File: src/hw/rtcp_defs.svh
// rtcp_defs.svh: offsets, field positions, reset values and timing counts
// assumes: included by the package and by both ends of the register link
//----------------------------------------------------------------------
// Overview of operation
//----------------------------------------------------------------------
// Overview of operation
// [RULE_01] key 0xa1 unlocks one oscillator control access
// [RULE_02] key 0x9d unlocks charge, threshold, bus-io, output control
// [RULE_03] device clears key after protected write
// [RULE_04] time burst read freezes timekeeping until end
// [RULE_05] host ends any time burst within 10 ms
// [RULE_06] every event flag bit readable and writable
// [RULE_07] clear-on-read clears six interrupt flags on read
// [RULE_08] halt set makes running-source indication invalid
// [RULE_09] output lock blocks access to output b bit
// [RULE_10] autoswitch resets 0, host sets it
// [RULE_11] threshold resets 1111, host never changes it
// [RULE_12] bus-io bit resets 1; 0 disables bus in backup
// [RULE_13] trim adds or drops divider pulses only
// [RULE_14] each trim step is one part in 2^19
// [RULE_15] all trim fields zero means no correction
// [RULE_16] source select 0 clocks timekeeping from crystal
// [RULE_17] host derives steps from measured frequency offset
// [RULE_18] host rejects steps below -320
// [RULE_19] host picks coarse, mode, fine by step band
// [RULE_20] other key values grant no access
// [RULE_21] protected write without matching key is ignored
`ifndef RTCP_DEFS_SVH
`define RTCP_DEFS_SVH
`define RTCP_A_EVENT_FLAGS 8'h0f
`define RTCP_A_CTRL_ONE 8'h10
`define RTCP_A_XTAL_TRIM 8'h14
`define RTCP_A_RC_TRIM_HI 8'h15
`define RTCP_A_RC_TRIM_LO 8'h16
`define RTCP_A_OSC_CTRL 8'h1c
`define RTCP_A_OSC_STATE 8'h1d
`define RTCP_A_KEY 8'h1f
`define RTCP_A_CHARGE 8'h20
`define RTCP_A_SW_REF 8'h21
`define RTCP_A_BUS_IO 8'h27
`define RTCP_A_OUT_CTRL 8'h30
`define RTCP_A_TIME_LAST 8'h07
`define RTCP_KEY_OSC 8'ha1
`define RTCP_KEY_MISC 8'h9d
`define RTCP_B_HALT 7
`define RTCP_B_OUTPUT_B_LEVEL 5
`define RTCP_B_CLR_ON_RD 2
`define RTCP_B_OSC_SOURCE_SELECT 7
`define RTCP_B_AOS 4
`define RTCP_B_LOCK 5
`define RTCP_B_OSC_RUNNING_SOURCE 4
`define RTCP_B_BUS_IO_IN_BACKUP 7
`define RTCP_B_TRIM_MODE 7
`define RTCP_FLAG_CLR_MASK 8'h3f
`define RTCP_RST_SW_REF 8'hf0
`define RTCP_RST_BUS_IO 8'h80
`define RTCP_DIV_BITS 15
`define RTCP_WIN_BITS 19
`define RTCP_SLOT_BITS 10
`define RTCP_COARSE_STEP 10'h040
`define RTCP_NOM_Q4 21'h080000
`define RTCP_ADJ_MIN -21'sd320
`define RTCP_ADJ_MAX 21'sd128
`define RTCP_CLK_MHZ 25
`define RTCP_BURST_MS 10
`define RTCP_BURST_CYC (`RTCP_BURST_MS * `RTCP_CLK_MHZ * 1000)
`endif

File: src/hw/rtcp_pkg.sv
// rtcp_pkg: state types of both link ends
// assumes: constants come from rtcp_defs.svh
`include "rtcp_defs.svh"
package rtcp_pkg;
   typedef struct packed {
      logic [7:0] flags;
      logic [7:0] ctrl1;
      logic [7:0] xtrim;
      logic [7:0] rc_hi;
      logic [7:0] rc_lo;
      logic [7:0] oscc;
      logic lock;
      logic [7:0] key;
      logic [7:0] charge;
      logic [7:0] sw_ref;
      logic [7:0] bus_io;
      logic [7:0] output_control_reg;
      logic [7:0] rdata;
      logic ack;
      logic frozen;
      logic pend;
      logic [14:0] div;
      logic [18:0] win;
      logic [8:0] left;
      logic add;
      logic sec;
      logic [31:0] secs;
   } rtcp_dev_s;

   typedef enum logic [2:0] {
      H_IDLE = 3'b001,
      H_ISSUE = 3'b010,
      H_DONE = 3'b100
   } rtcp_host_e;

   typedef logic [16:0] rtcp_op_t; // {we, addr, data}

   typedef struct packed {
      rtcp_host_e st;
      rtcp_op_t [3:0] ops;
      logic [2:0] n;
      logic [1:0] i;
      logic rsp_valid;
      logic [7:0] rsp_data;
      logic reject;
      logic burst_to;
      logic [17:0] cnt;
   } rtcp_host_s;
endpackage

File: src/hw/rtcp_link_if.sv
// rtcp_link_if: register link between host and clock device
// assumes: both ends share clk; req held until ack
`timescale 1ns/100ps
interface rtcp_link_if;
   logic req;
   logic we;
   logic burst;
   logic [7:0] addr;
   logic [7:0] wdata;
   logic [7:0] rdata;
   logic ack;
   modport dev (input req, input we, input burst, input addr,
      input wdata, output rdata, output ack);
   modport host (output req, output we, output burst, output addr,
      output wdata, input rdata, input ack);
endinterface

File: src/hw/rtcp_dev.sv
// rtcp_dev: register file, key lock, burst freeze and crystal trim
// assumes: ticks, events and power levels are synchronous to clk
`timescale 1ns/100ps
`include "rtcp_defs.svh"
module rtcp_dev
   import rtcp_pkg::*;
(
   input wire logic clk,
   input wire logic srst,
   rtcp_link_if.dev link,
   input wire logic xt_tick,
   input wire logic rc_tick,
   input wire logic [7:0] event_set,
   input wire logic backup_power,
   input wire logic osc_on_rc,
   output logic [31:0] seconds,
   output logic second_pulse,
   output logic chain_frozen,
   output logic bus_disabled,
   output logic output_b_level,
   output logic halt,
   output logic backup_rc_autoswitch,
   output logic osc_source_select,
   output logic [3:0] switchover_threshold,
   output logic [7:0] charge_control,
   output logic [7:0] output_control
);
   rtcp_dev_s q, d;
   logic take, rd, wr, key_ok, tick;
   logic [9:0] fine, dbl, steps;
   logic [15:0] sum;
   logic slot;

   //----------------------------------------------------------------
   // bus gating and trim arithmetic
   //----------------------------------------------------------------
   // no answer at all while in backup with bus io off
   assign bus_disabled = backup_power && !q.bus_io[`RTCP_B_BUS_IO_IN_BACKUP]; // RULE_12
   assign take = link.req && !q.ack && !bus_disabled;
   assign rd = take && !link.we;
   assign wr = take && link.we;
   assign tick = q.oscc[`RTCP_B_OSC_SOURCE_SELECT] ? rc_tick : xt_tick; // RULE_16
   assign fine = {{3{q.xtrim[6]}}, q.xtrim[6:0]};
   // doubled fine units in mode 1, minus 64 steps per coarse unit
   assign dbl = q.xtrim[`RTCP_B_TRIM_MODE] ? {fine[8:0], 1'b0} : fine; // RULE_19
   assign steps = dbl - {2'b00, q.oscc[6:5], 6'h00};
   assign slot = tick && (q.win[`RTCP_SLOT_BITS-1:0] == 10'h000) &&
      (q.left != 9'h000);

   //----------------------------------------------------------------
   // key check for the addressed protected register
   //----------------------------------------------------------------
   always_comb begin
      key_ok = 1'b1;
      if (link.addr == `RTCP_A_OSC_CTRL) begin
         key_ok = (q.key == `RTCP_KEY_OSC); // RULE_01
      end else if (link.addr == `RTCP_A_CHARGE ||
            link.addr == `RTCP_A_SW_REF ||
            link.addr == `RTCP_A_BUS_IO ||
            link.addr == `RTCP_A_OUT_CTRL) begin
         key_ok = (q.key == `RTCP_KEY_MISC); // RULE_02
      end
   end

   //----------------------------------------------------------------
   // next state
   //----------------------------------------------------------------
   always_comb begin
      d = q;
      d.ack = take;
      d.sec = 1'b0;
      // hardware events are or-ed last so a set beats a clear
      if (rd && link.addr == `RTCP_A_EVENT_FLAGS &&
            q.ctrl1[`RTCP_B_CLR_ON_RD]) begin
         d.flags = q.flags & ~`RTCP_FLAG_CLR_MASK; // RULE_07
      end
      if (wr && link.addr == `RTCP_A_EVENT_FLAGS) begin
         d.flags = link.wdata; // RULE_06
      end
      d.flags = d.flags | event_set;

      // register writes; protected ones need the key
      if (wr && key_ok) begin
         if (link.addr == `RTCP_A_CTRL_ONE) begin
            d.ctrl1 = link.wdata;
            if (q.lock) begin
               d.ctrl1[`RTCP_B_OUTPUT_B_LEVEL] = q.ctrl1[`RTCP_B_OUTPUT_B_LEVEL]; // RULE_09
            end
         end else if (link.addr == `RTCP_A_XTAL_TRIM) begin
            d.xtrim = link.wdata;
         end else if (link.addr == `RTCP_A_RC_TRIM_HI) begin
            d.rc_hi = link.wdata;
         end else if (link.addr == `RTCP_A_RC_TRIM_LO) begin
            d.rc_lo = link.wdata;
         end else if (link.addr == `RTCP_A_OSC_CTRL) begin
            d.oscc = link.wdata;
         end else if (link.addr == `RTCP_A_OSC_STATE) begin
            d.lock = link.wdata[`RTCP_B_LOCK];
         end else if (link.addr == `RTCP_A_CHARGE) begin
            d.charge = link.wdata;
         end else if (link.addr == `RTCP_A_SW_REF) begin
            d.sw_ref = link.wdata;
         end else if (link.addr == `RTCP_A_BUS_IO) begin
            d.bus_io = link.wdata;
         end else if (link.addr == `RTCP_A_OUT_CTRL) begin
            d.output_control_reg = link.wdata;
         end
      end
      // any key value is stored, only the two codes ever match
      if (wr && link.addr == `RTCP_A_KEY) begin
         d.key = link.wdata; // RULE_20
      end else if (wr && key_ok && link.addr != `RTCP_A_OSC_STATE &&
            (link.addr == `RTCP_A_OSC_CTRL || link.addr >= `RTCP_A_CHARGE))
            begin
         d.key = 8'h00; // RULE_03
      end
      // a mismatched key leaves the register untouched above RULE_21

      // read mux
      d.rdata = 8'h00;
      if (rd) begin
         if (link.addr <= `RTCP_A_TIME_LAST) begin
            d.rdata = link.addr[2] ? 8'h00 : q.secs[link.addr[1:0]*8 +: 8];
         end else if (link.addr == `RTCP_A_EVENT_FLAGS) begin
            d.rdata = q.flags;
         end else if (link.addr == `RTCP_A_CTRL_ONE) begin
            d.rdata = q.ctrl1;
            if (q.lock) begin
               d.rdata[`RTCP_B_OUTPUT_B_LEVEL] = 1'b0; // RULE_09
            end
         end else if (link.addr == `RTCP_A_XTAL_TRIM) begin
            d.rdata = q.xtrim;
         end else if (link.addr == `RTCP_A_RC_TRIM_HI) begin
            d.rdata = q.rc_hi;
         end else if (link.addr == `RTCP_A_RC_TRIM_LO) begin
            d.rdata = q.rc_lo;
         end else if (link.addr == `RTCP_A_OSC_CTRL) begin
            d.rdata = q.oscc;
         end else if (link.addr == `RTCP_A_OSC_STATE) begin
            d.rdata[`RTCP_B_LOCK] = q.lock;
            // source indication is meaningless while halted
            d.rdata[`RTCP_B_OSC_RUNNING_SOURCE] = osc_on_rc &&
               !q.ctrl1[`RTCP_B_HALT]; // RULE_08
         end else if (link.addr == `RTCP_A_KEY) begin
            d.rdata = q.key;
         end else if (link.addr == `RTCP_A_CHARGE) begin
            d.rdata = q.charge;
         end else if (link.addr == `RTCP_A_SW_REF) begin
            d.rdata = q.sw_ref;
         end else if (link.addr == `RTCP_A_BUS_IO) begin
            d.rdata = q.bus_io;
         end else if (link.addr == `RTCP_A_OUT_CTRL) begin
            d.rdata = q.output_control_reg;
         end
      end

      // freeze starts on a burst read of the time bytes
      if (rd && link.burst && link.addr <= `RTCP_A_TIME_LAST) begin
         d.frozen = 1'b1; // RULE_04
      end else if (!link.burst) begin
         d.frozen = 1'b0;
      end

      // divider chain: one step per tick unless halted, two on add, none on drop
      sum = {1'b0, q.div};
      if (tick && !q.ctrl1[`RTCP_B_HALT]) begin
         if (!slot) begin
            sum = sum + 16'h0001;
         end else if (q.add) begin
            sum = sum + 16'h0002; // RULE_13
         end
         d.win = q.win + 19'h00001;
         if (slot) begin
            d.left = q.left - 9'h001;
         end
         // window of 2^19 ticks, |steps| pulses moved per window
         if (q.win == '0) begin
            d.add = !steps[9];
            d.left = steps[9] ? 9'(-steps) : steps[8:0]; // RULE_14
            // zero trim loads zero pulses and leaves the chain plain RULE_15
         end
      end
      d.div = sum[14:0];
      d.sec = sum[15];
      // a second seen while frozen waits; bursts end well under 1 s
      if (q.frozen) begin
         d.pend = q.pend | q.sec; // RULE_04
      end else begin
         d.pend = 1'b0;
         d.secs = q.secs + {31'h0, q.sec} + {31'h0, q.pend};
      end
   end

   //----------------------------------------------------------------
   // state register
   //----------------------------------------------------------------
   always_ff @(posedge clk) begin
      if (srst) begin
         q <= '0;
         q.sw_ref <= `RTCP_RST_SW_REF; // RULE_11
         q.bus_io <= `RTCP_RST_BUS_IO; // RULE_12
         // autoswitch bit comes up clear RULE_10
      end else begin
         q <= d;
      end
   end

   //----------------------------------------------------------------
   // outputs
   //----------------------------------------------------------------
   assign link.ack = q.ack;
   assign link.rdata = q.rdata;
   assign seconds = q.secs;
   assign second_pulse = q.sec;
   assign chain_frozen = q.frozen;
   assign output_b_level = q.ctrl1[`RTCP_B_OUTPUT_B_LEVEL];
   assign halt = q.ctrl1[`RTCP_B_HALT];
   assign backup_rc_autoswitch = q.oscc[`RTCP_B_AOS];
   assign osc_source_select = q.oscc[`RTCP_B_OSC_SOURCE_SELECT];
   assign switchover_threshold = q.sw_ref[7:4];
   assign charge_control = q.charge;
   assign output_control = q.output_control_reg;
endmodule

File: src/flat_wrapper.sv
// flat-port wrapper written by rule: the top's interface ports become plain ports
module rtcp_dev_flat import rtcp_pkg::*;
  (clk, srst, xt_tick, rc_tick, event_set, backup_power, osc_on_rc, seconds, second_pulse, chain_frozen, bus_disabled, output_b_level, halt, backup_rc_autoswitch, osc_source_select, switchover_threshold, charge_control, output_control, link_req, link_we, link_burst, link_addr, link_wdata, link_rdata, link_ack);
  rtcp_link_if link_i ();
  input wire logic clk;
  input wire logic srst;
  input wire logic xt_tick;
  input wire logic rc_tick;
  input wire logic [7:0] event_set;
  input wire logic backup_power;
  input wire logic osc_on_rc;
  output logic [31:0] seconds;
  output logic second_pulse;
  output logic chain_frozen;
  output logic bus_disabled;
  output logic output_b_level;
  output logic halt;
  output logic backup_rc_autoswitch;
  output logic osc_source_select;
  output logic [3:0] switchover_threshold;
  output logic [7:0] charge_control;
  output logic [7:0] output_control;
  input wire logic [$bits(link_i.req)-1:0] link_req;
  input wire logic [$bits(link_i.we)-1:0] link_we;
  input wire logic [$bits(link_i.burst)-1:0] link_burst;
  input wire logic [$bits(link_i.addr)-1:0] link_addr;
  input wire logic [$bits(link_i.wdata)-1:0] link_wdata;
  output wire logic [$bits(link_i.rdata)-1:0] link_rdata;
  output wire logic [$bits(link_i.ack)-1:0] link_ack;
  assign link_i.req = link_req;
  assign link_i.we = link_we;
  assign link_i.burst = link_burst;
  assign link_i.addr = link_addr;
  assign link_i.wdata = link_wdata;
  assign link_rdata = link_i.rdata;
  assign link_ack = link_i.ack;
  rtcp_dev u_core (.clk(clk), .srst(srst), .link(link_i), .xt_tick(xt_tick), .rc_tick(rc_tick), .event_set(event_set), .backup_power(backup_power), .osc_on_rc(osc_on_rc), .seconds(seconds), .second_pulse(second_pulse), .chain_frozen(chain_frozen), .bus_disabled(bus_disabled), .output_b_level(output_b_level), .halt(halt), .backup_rc_autoswitch(backup_rc_autoswitch), .osc_source_select(osc_source_select), .switchover_threshold(switchover_threshold), .charge_control(charge_control), .output_control(output_control));
endmodule
File: config.mk
export PLATFORM = sky130hd
export DESIGN_NAME = rtcp_dev_flat
export DESIGN_NICKNAME = d
export VERILOG_FILES = /design/src/hw/rtcp_pkg.sv /design/src/hw/rtcp_link_if.sv /design/src/hw/rtcp_dev.sv /design/src/flat_wrapper.sv
export VERILOG_INCLUDE_DIRS = /design/src /design/src/hw
export SDC_FILE = /design/constraint.sdc
export NUM_CORES = 1
export LEC_CHECK = 0
export ABC_AREA = 1
export ABC_CLOCK_PERIOD_IN_PS = 2600
export BUFFER_PORTS_ARGS = -buffer_cell sky130_fd_sc_hd__buf_2
export CAP_MARGIN = 10
export CORE_MARGIN = 2
export CORE_UTILIZATION = 60
export CTS_CLUSTER_SIZE = 12
export DETAILED_ROUTE_END_ITERATION = 7
export GPL_TIMING_DRIVEN = 0
export PLACE_DENSITY = 0.86
export SLEW_MARGIN = 5
export SYNTH_ARGS = -nofsm -noshare
export SYNTH_HDL_FRONTEND = slang
export SYNTH_SLANG_ARGS = --single-unit
File: constraint.sdc
create_clock -name clk -period 2.6 [get_ports clk]
set_input_delay 0.39 -clock clk [delete_from_list [all_inputs] [get_ports clk]]
set_output_delay 0.39 -clock clk [all_outputs]
set_load 0.02 [all_outputs]
# After elaboration in Yosys (flattened, before gate mapping)
# Cells that the tools add are included.
[totals]
ff_bits = 177
in_bits = 33
out_inout_bits = 68
word_cells = 148
[op_classes]
shifts = 1
reduce_logical = 50
magnitude_cmp = 2
n_mux = 32
n_eq_ne = 17
bitwise = 15
n_addsub = 8
[op_table]
columns = ["operator", "n"]
rows = [
  ["two-way mux 8 bit", 16],
  ["adder 32 x 1 -> 32 bit", 2],
  ["== test 8 x 5 -> 1 bit (second input constant)", 7],
  ["== test 8 x 6 -> 1 bit (second input constant)", 4],
  ["two-way mux 16 bit", 2],
  ["variable part select 32 x 6 -> 8 bit", 1],
  ["adder 19 x 1 -> 19 bit (second input constant)", 1],
  ["logical NOT 19 bit", 1],
  ["logical AND 1 bit", 18],
  ["two-way mux 9 bit", 2],
  ["adder 15 x 1 -> 16 bit (second input constant)", 1],
  ["adder 15 x 2 -> 16 bit (second input constant)", 1],
  ["== test 8 bit (second input constant)", 2],
  ["NOT 1 bit", 13],
  ["AND reduction 11 bit", 1],
  ["logical NOT 10 bit", 1],
  ["two-way mux 10 bit", 1],
  ["AND reduction 10 bit", 1],
  ["subtractor 10 x 8 -> 10 bit", 1],
  ["negation 9 bit", 1],
  ["AND reduction 9 bit", 1],
  ["nonzero test 9 bit", 1],
  ["subtractor 9 x 1 -> 9 bit (second input constant)", 1],
  ["== test 8 x 4 -> 1 bit (second input constant)", 1],
  ["other kinds (22)", 44],
]

# Longest topological paths before layout
[depth]
ltp_word = 14
depth_mapped = 15
mapped_depth_nobuf = 15

# Least setup slack after synthesis
# Ideal clock, no wire load.
[synth_timing]
path_type = "reg2reg"
start = "register u_core.q (netlist bit u_core.second_pulse)"
end = "register u_core.q (netlist bit u_core.seconds[18])"
path_stages_with_launch = 16
arrival_time_ns = 2.355
path_buffers = 0
setup_ns = 0.119
period_less_slack_ns = 2.475
required_time_ns = 2.481
slack_ns = 0.125
cell_sequence = "dfxtp_1 -> inv_1 -> fa_1 -> inv_1 -> ha_1 -> nand2_1 -> nor2_1 -> nand2_1 -> nor2_1 -> inv_1 -> nor2_2 -> nand2_1 -> nor3b_2 -> nand2_1 -> o21ai_0 -> a21oi_1"
[synth_between]
elab_chain_cells = 2
[synth_lines]
columns = ["item", "line_no", "rtl"]
rows = [
  ["from (decl)", "rtcp_dev.sv:28", "rtcp_dev_s q, d;"],
  ["adder 32 x 1 -> 32 bit (2 in a row)", "rtcp_dev.sv:190", "d.secs = q.secs + {31'h0, q.sec} + {31'h0, q.pend};"],
]
# Every way passes these cells.
# A chain may end at the register's enable or synchronous reset.

# Worst setup path after layout
[layout_timing]
start = "register u_core.q (netlist bit u_core.seconds[0])"
end = "register u_core.q (netlist bit u_core.seconds[18])"
# Same word-level chain as after synthesis.

==> run_results.csv <==
group,metric,value,unit
timing,fin_ws,0.142,ns
synthesis,synth_area,10200,sq um
routing,wire_per_inst,16.0,um
worst_setup_path,cp.required,2.92,ns
synthesis,synth_fa_ha_area_share,1.61,%
synthesis,synth.top_cell.area_share,34.6,%
placed_design,dp.final_hpwl,22200,um
clock_tree,cts_tree,"done",
synthesis,ys_types,55,
synthesis,ys_ff_latch,177,
pwr,p_per_area,527,nW/um^2
floorplanning,die-area,18100,sq um
global_route,grt.total_usage,33.0,%
final_layout,final_util,70.3,%
synthesis,yosys_most_used_dff,"dfxtp_1",
synthesis,avgSynthCellArea,6.72,sq um
final_layout,multiInputGateArea,5400,sq um
synthesis,synth_top_family_by_area,"simple AND/OR/NAND/NOR gates",
clock_tree,clockBufferDepth,2,
global_route,antenna_found_initial,0,
global_route,grt_max_degree,17,
final_layout,ff_latch_area,3550,sq um
clock_tree,cts.sinks,177,
synthesis,yosys_warnings,0,
synthesis,ys_seq_area_share,34.6,%
floorplanning,io_pins,101,
placed_design,routabilityCongestion,0.965,
global_route,grt_first_pass_wirelength,47300,um
flow_run,max-cap-violations,0,
pwr,p_leak,4.90,nW
synthesis,synth_compound_gate_area_share,16.0,%
clock_tree,cts_root_buf,"clkbuf_16",
synthesis,postSynth.asyncResetShare,0,%
synthesis,synth_xor_area_share,3.85,%
synthesis,yosysMostFrequentCell,"nand2_1",
synthesis,synth_common_cells,"338 x nand2_1, 177 x dfxtp_1, 162 x nor2_1",
synthesis,yosys.area.top_type,"dfxtp_1",
placed_design,io_buffers,97,
synthesis,syn_inst,1524,
worst_setup_path,path_class,"flop to flop",
routing,drt_iter0_markers,1287,
placed_design,pre_cts_ws,-0.326,ns
floorplanning,core_area,16600,sq um
floorplanning,die-height,135,um
final_layout,final_nets,1688,
routing,final_antenna_net_count,0,
timing,skew,0.00843,ns
floorplanning,start_util,61.5,%
synthesis,synth_edf_count,0,
routing,vias,10600,
timing,relSlewSlack,43.5,%
clock_tree,htreeDepth,4,
clock_tree,numCtsBuffers,17,
global_route,grt_pass1_vias,9526,
synthesis,syn_nets,1569,
synthesis,netlist_top_cells_area,"dfxtp_1 35%, nand2_1 12%, a21oi_1 6.7%",
timing,hold_violations,0,
final_layout,drive_gt1_share,17.2,%
timing,finalSetupViolCount,0,
worst_setup_path,cp-end-kind,"flop",
final_layout,num-fill-cells,1489,
final_layout,largest_register_ffs,103,
global_route,grt_overflow,0,
timing,fmax,407,MHz
final_layout,instances_no_fill,1876,
floorplanning,rows,47,
final_layout,regMostFlops,"u_core.q",
worst_setup_path,critPathLaunchType,"flop",
timing,fin_crit,2.46,ns
clock_tree,hold_buffers,0,
clock_tree,clock_latency,0.44,ns
timing,slew_viol_final,0,
timing,finalCritPeriodShare,94.5,%
clock_tree,clk_pin_slew,0.07,ns
routing,drc_errors,0,
synthesis,synthMuxAreaShare,0.0978,%
final_layout,syn_to_final_growth,14.3,%
worst_setup_path,cp_max_fo,4,
pwr,ir_worst_vdd,0.000483,V
worst_hold_path,min_path_type,"input port to flop",
routing,routed_via_density,5.64,
timing,hold_slack,0.202,ns
timing,max_slew.worst_pin.slew,0.848,ns
routing,wl,29900,um
run_status,status,"complete, no violations",
timing,timing.setup.tns,0,ns
floorplanning,die_x,135,um
synthesis,synth-simple-area-share,30.6,%
routing,firstDrtPassIters,7,
worst_setup_path,arrival,2.78,ns
placed_design,dp_cells,1841,
-- routing by layer --
metal,up-vias,global-route usage [%],wire [um]
met3,103,5.97,2710
met2,541,53.6,13700
met1,4785,42.9,12400
li1,5150,-,-
met4,0,15.3,1160
met5,-,0,0
-- kinds of logic after synthesis --
kind of cell	after synthesis
flops	177
buf+inv	284
simple gates	703
fa+ha+maj	12
mux	1
compound gates	302
xor+xnor	45
-- area by class of cell --
| class | count | share of cell area [%] |
|---|---|---|
| buffer | 106 | 5.77 |
| antenna | 1 | 0.0214 |
| multi-input combinational | 1063 | 46.2 |
| inverter | 178 | 5.77 |
| sequential | 177 | 30.3 |
| clock inverter | 10 | 1.37 |
| timing repair buffer | 100 | 4.34 |
| tap | 220 | 2.35 |
| clock buffer | 21 | 3.85 |
-- metrics by stage --
stage	area, sq um	total power, mW
5_1_grt	11700	6.36
6_report	11700	6.16
3_3_place_gp	11000	3.47
2_1_floorplan	10200	3.30
3_5_place_dp	11000	3.49
4_1_cts	11600	6.17
-- critical path, cell delays in order (launching register included) --
cell and delay (ns):
dfxtp_4 0.37, inv_1 0.05, fa_2 0.38, inv_2 0.10, ha_4 0.15, nand2_1 0.11
nor2_4 0.14, nand2_2 0.08, nor2_4 0.14, inv_1 0.10, nor2_4 0.14, nand2_2 0.07
nor3b_2 0.21, nand2_1 0.10, o21ai_1 0.13, a21oi_1 0.06
-- worst paths after layout --
check / startpoint / end / cells past startpoint / slack (ns)
setup / recovery: u_core.seconds[0]$_SDFFE_PP0N_ / u_core.seconds[18]$_SDFFE_PP0N_ / 15 / 0.14
hold / removal: link_burst / u_core.chain_frozen$_SDFFE_PP0P_ / 3 / 0.20
setup reg to reg: u_core.seconds[0]$_SDFFE_PP0N_ / u_core.seconds[18]$_SDFFE_PP0N_ / 15 / 0.14
hold reg to reg: u_core.q[101]$_SDFFE_PP0P_ / u_core.q[101]$_SDFFE_PP0P_ / 2 / 0.46
-- placed cells by master, fill, tap and decap left out, types with 9 or more instances in the layout --
cell,count
a21oi_1,138
nor4_1,11
nor3_1,29
buf_4,64
nand4_1,21
clkbuf_1,32
o21ai_1,14
nand3_1,85
nor2_4,11
inv_2,15
nor2_1,157
nor2_2,9
buf_2,105
clkbuf_16,17
xor2_1,33
nand2_2,11
inv_1,159
nand2_1,336
or2_2,11
ha_1,9
dfxtp_1,175
o21ai_0,103
xnor2_1,12
-- timing repair --
action	in CTS	in global routing
gates resized for setup	8	12
endpoints found under the setup margin	7	6
buffers inserted	0	3
pin swaps	0	5
-- report_power, final --
part / switching [mW] / internal (mW)
sequential: 0.0552 / 2.77
combinational: 0.428 / 0.194
clock: 1.09 / 1.63
total: 1.57 / 4.59
(Power assumes the default switching activity.)
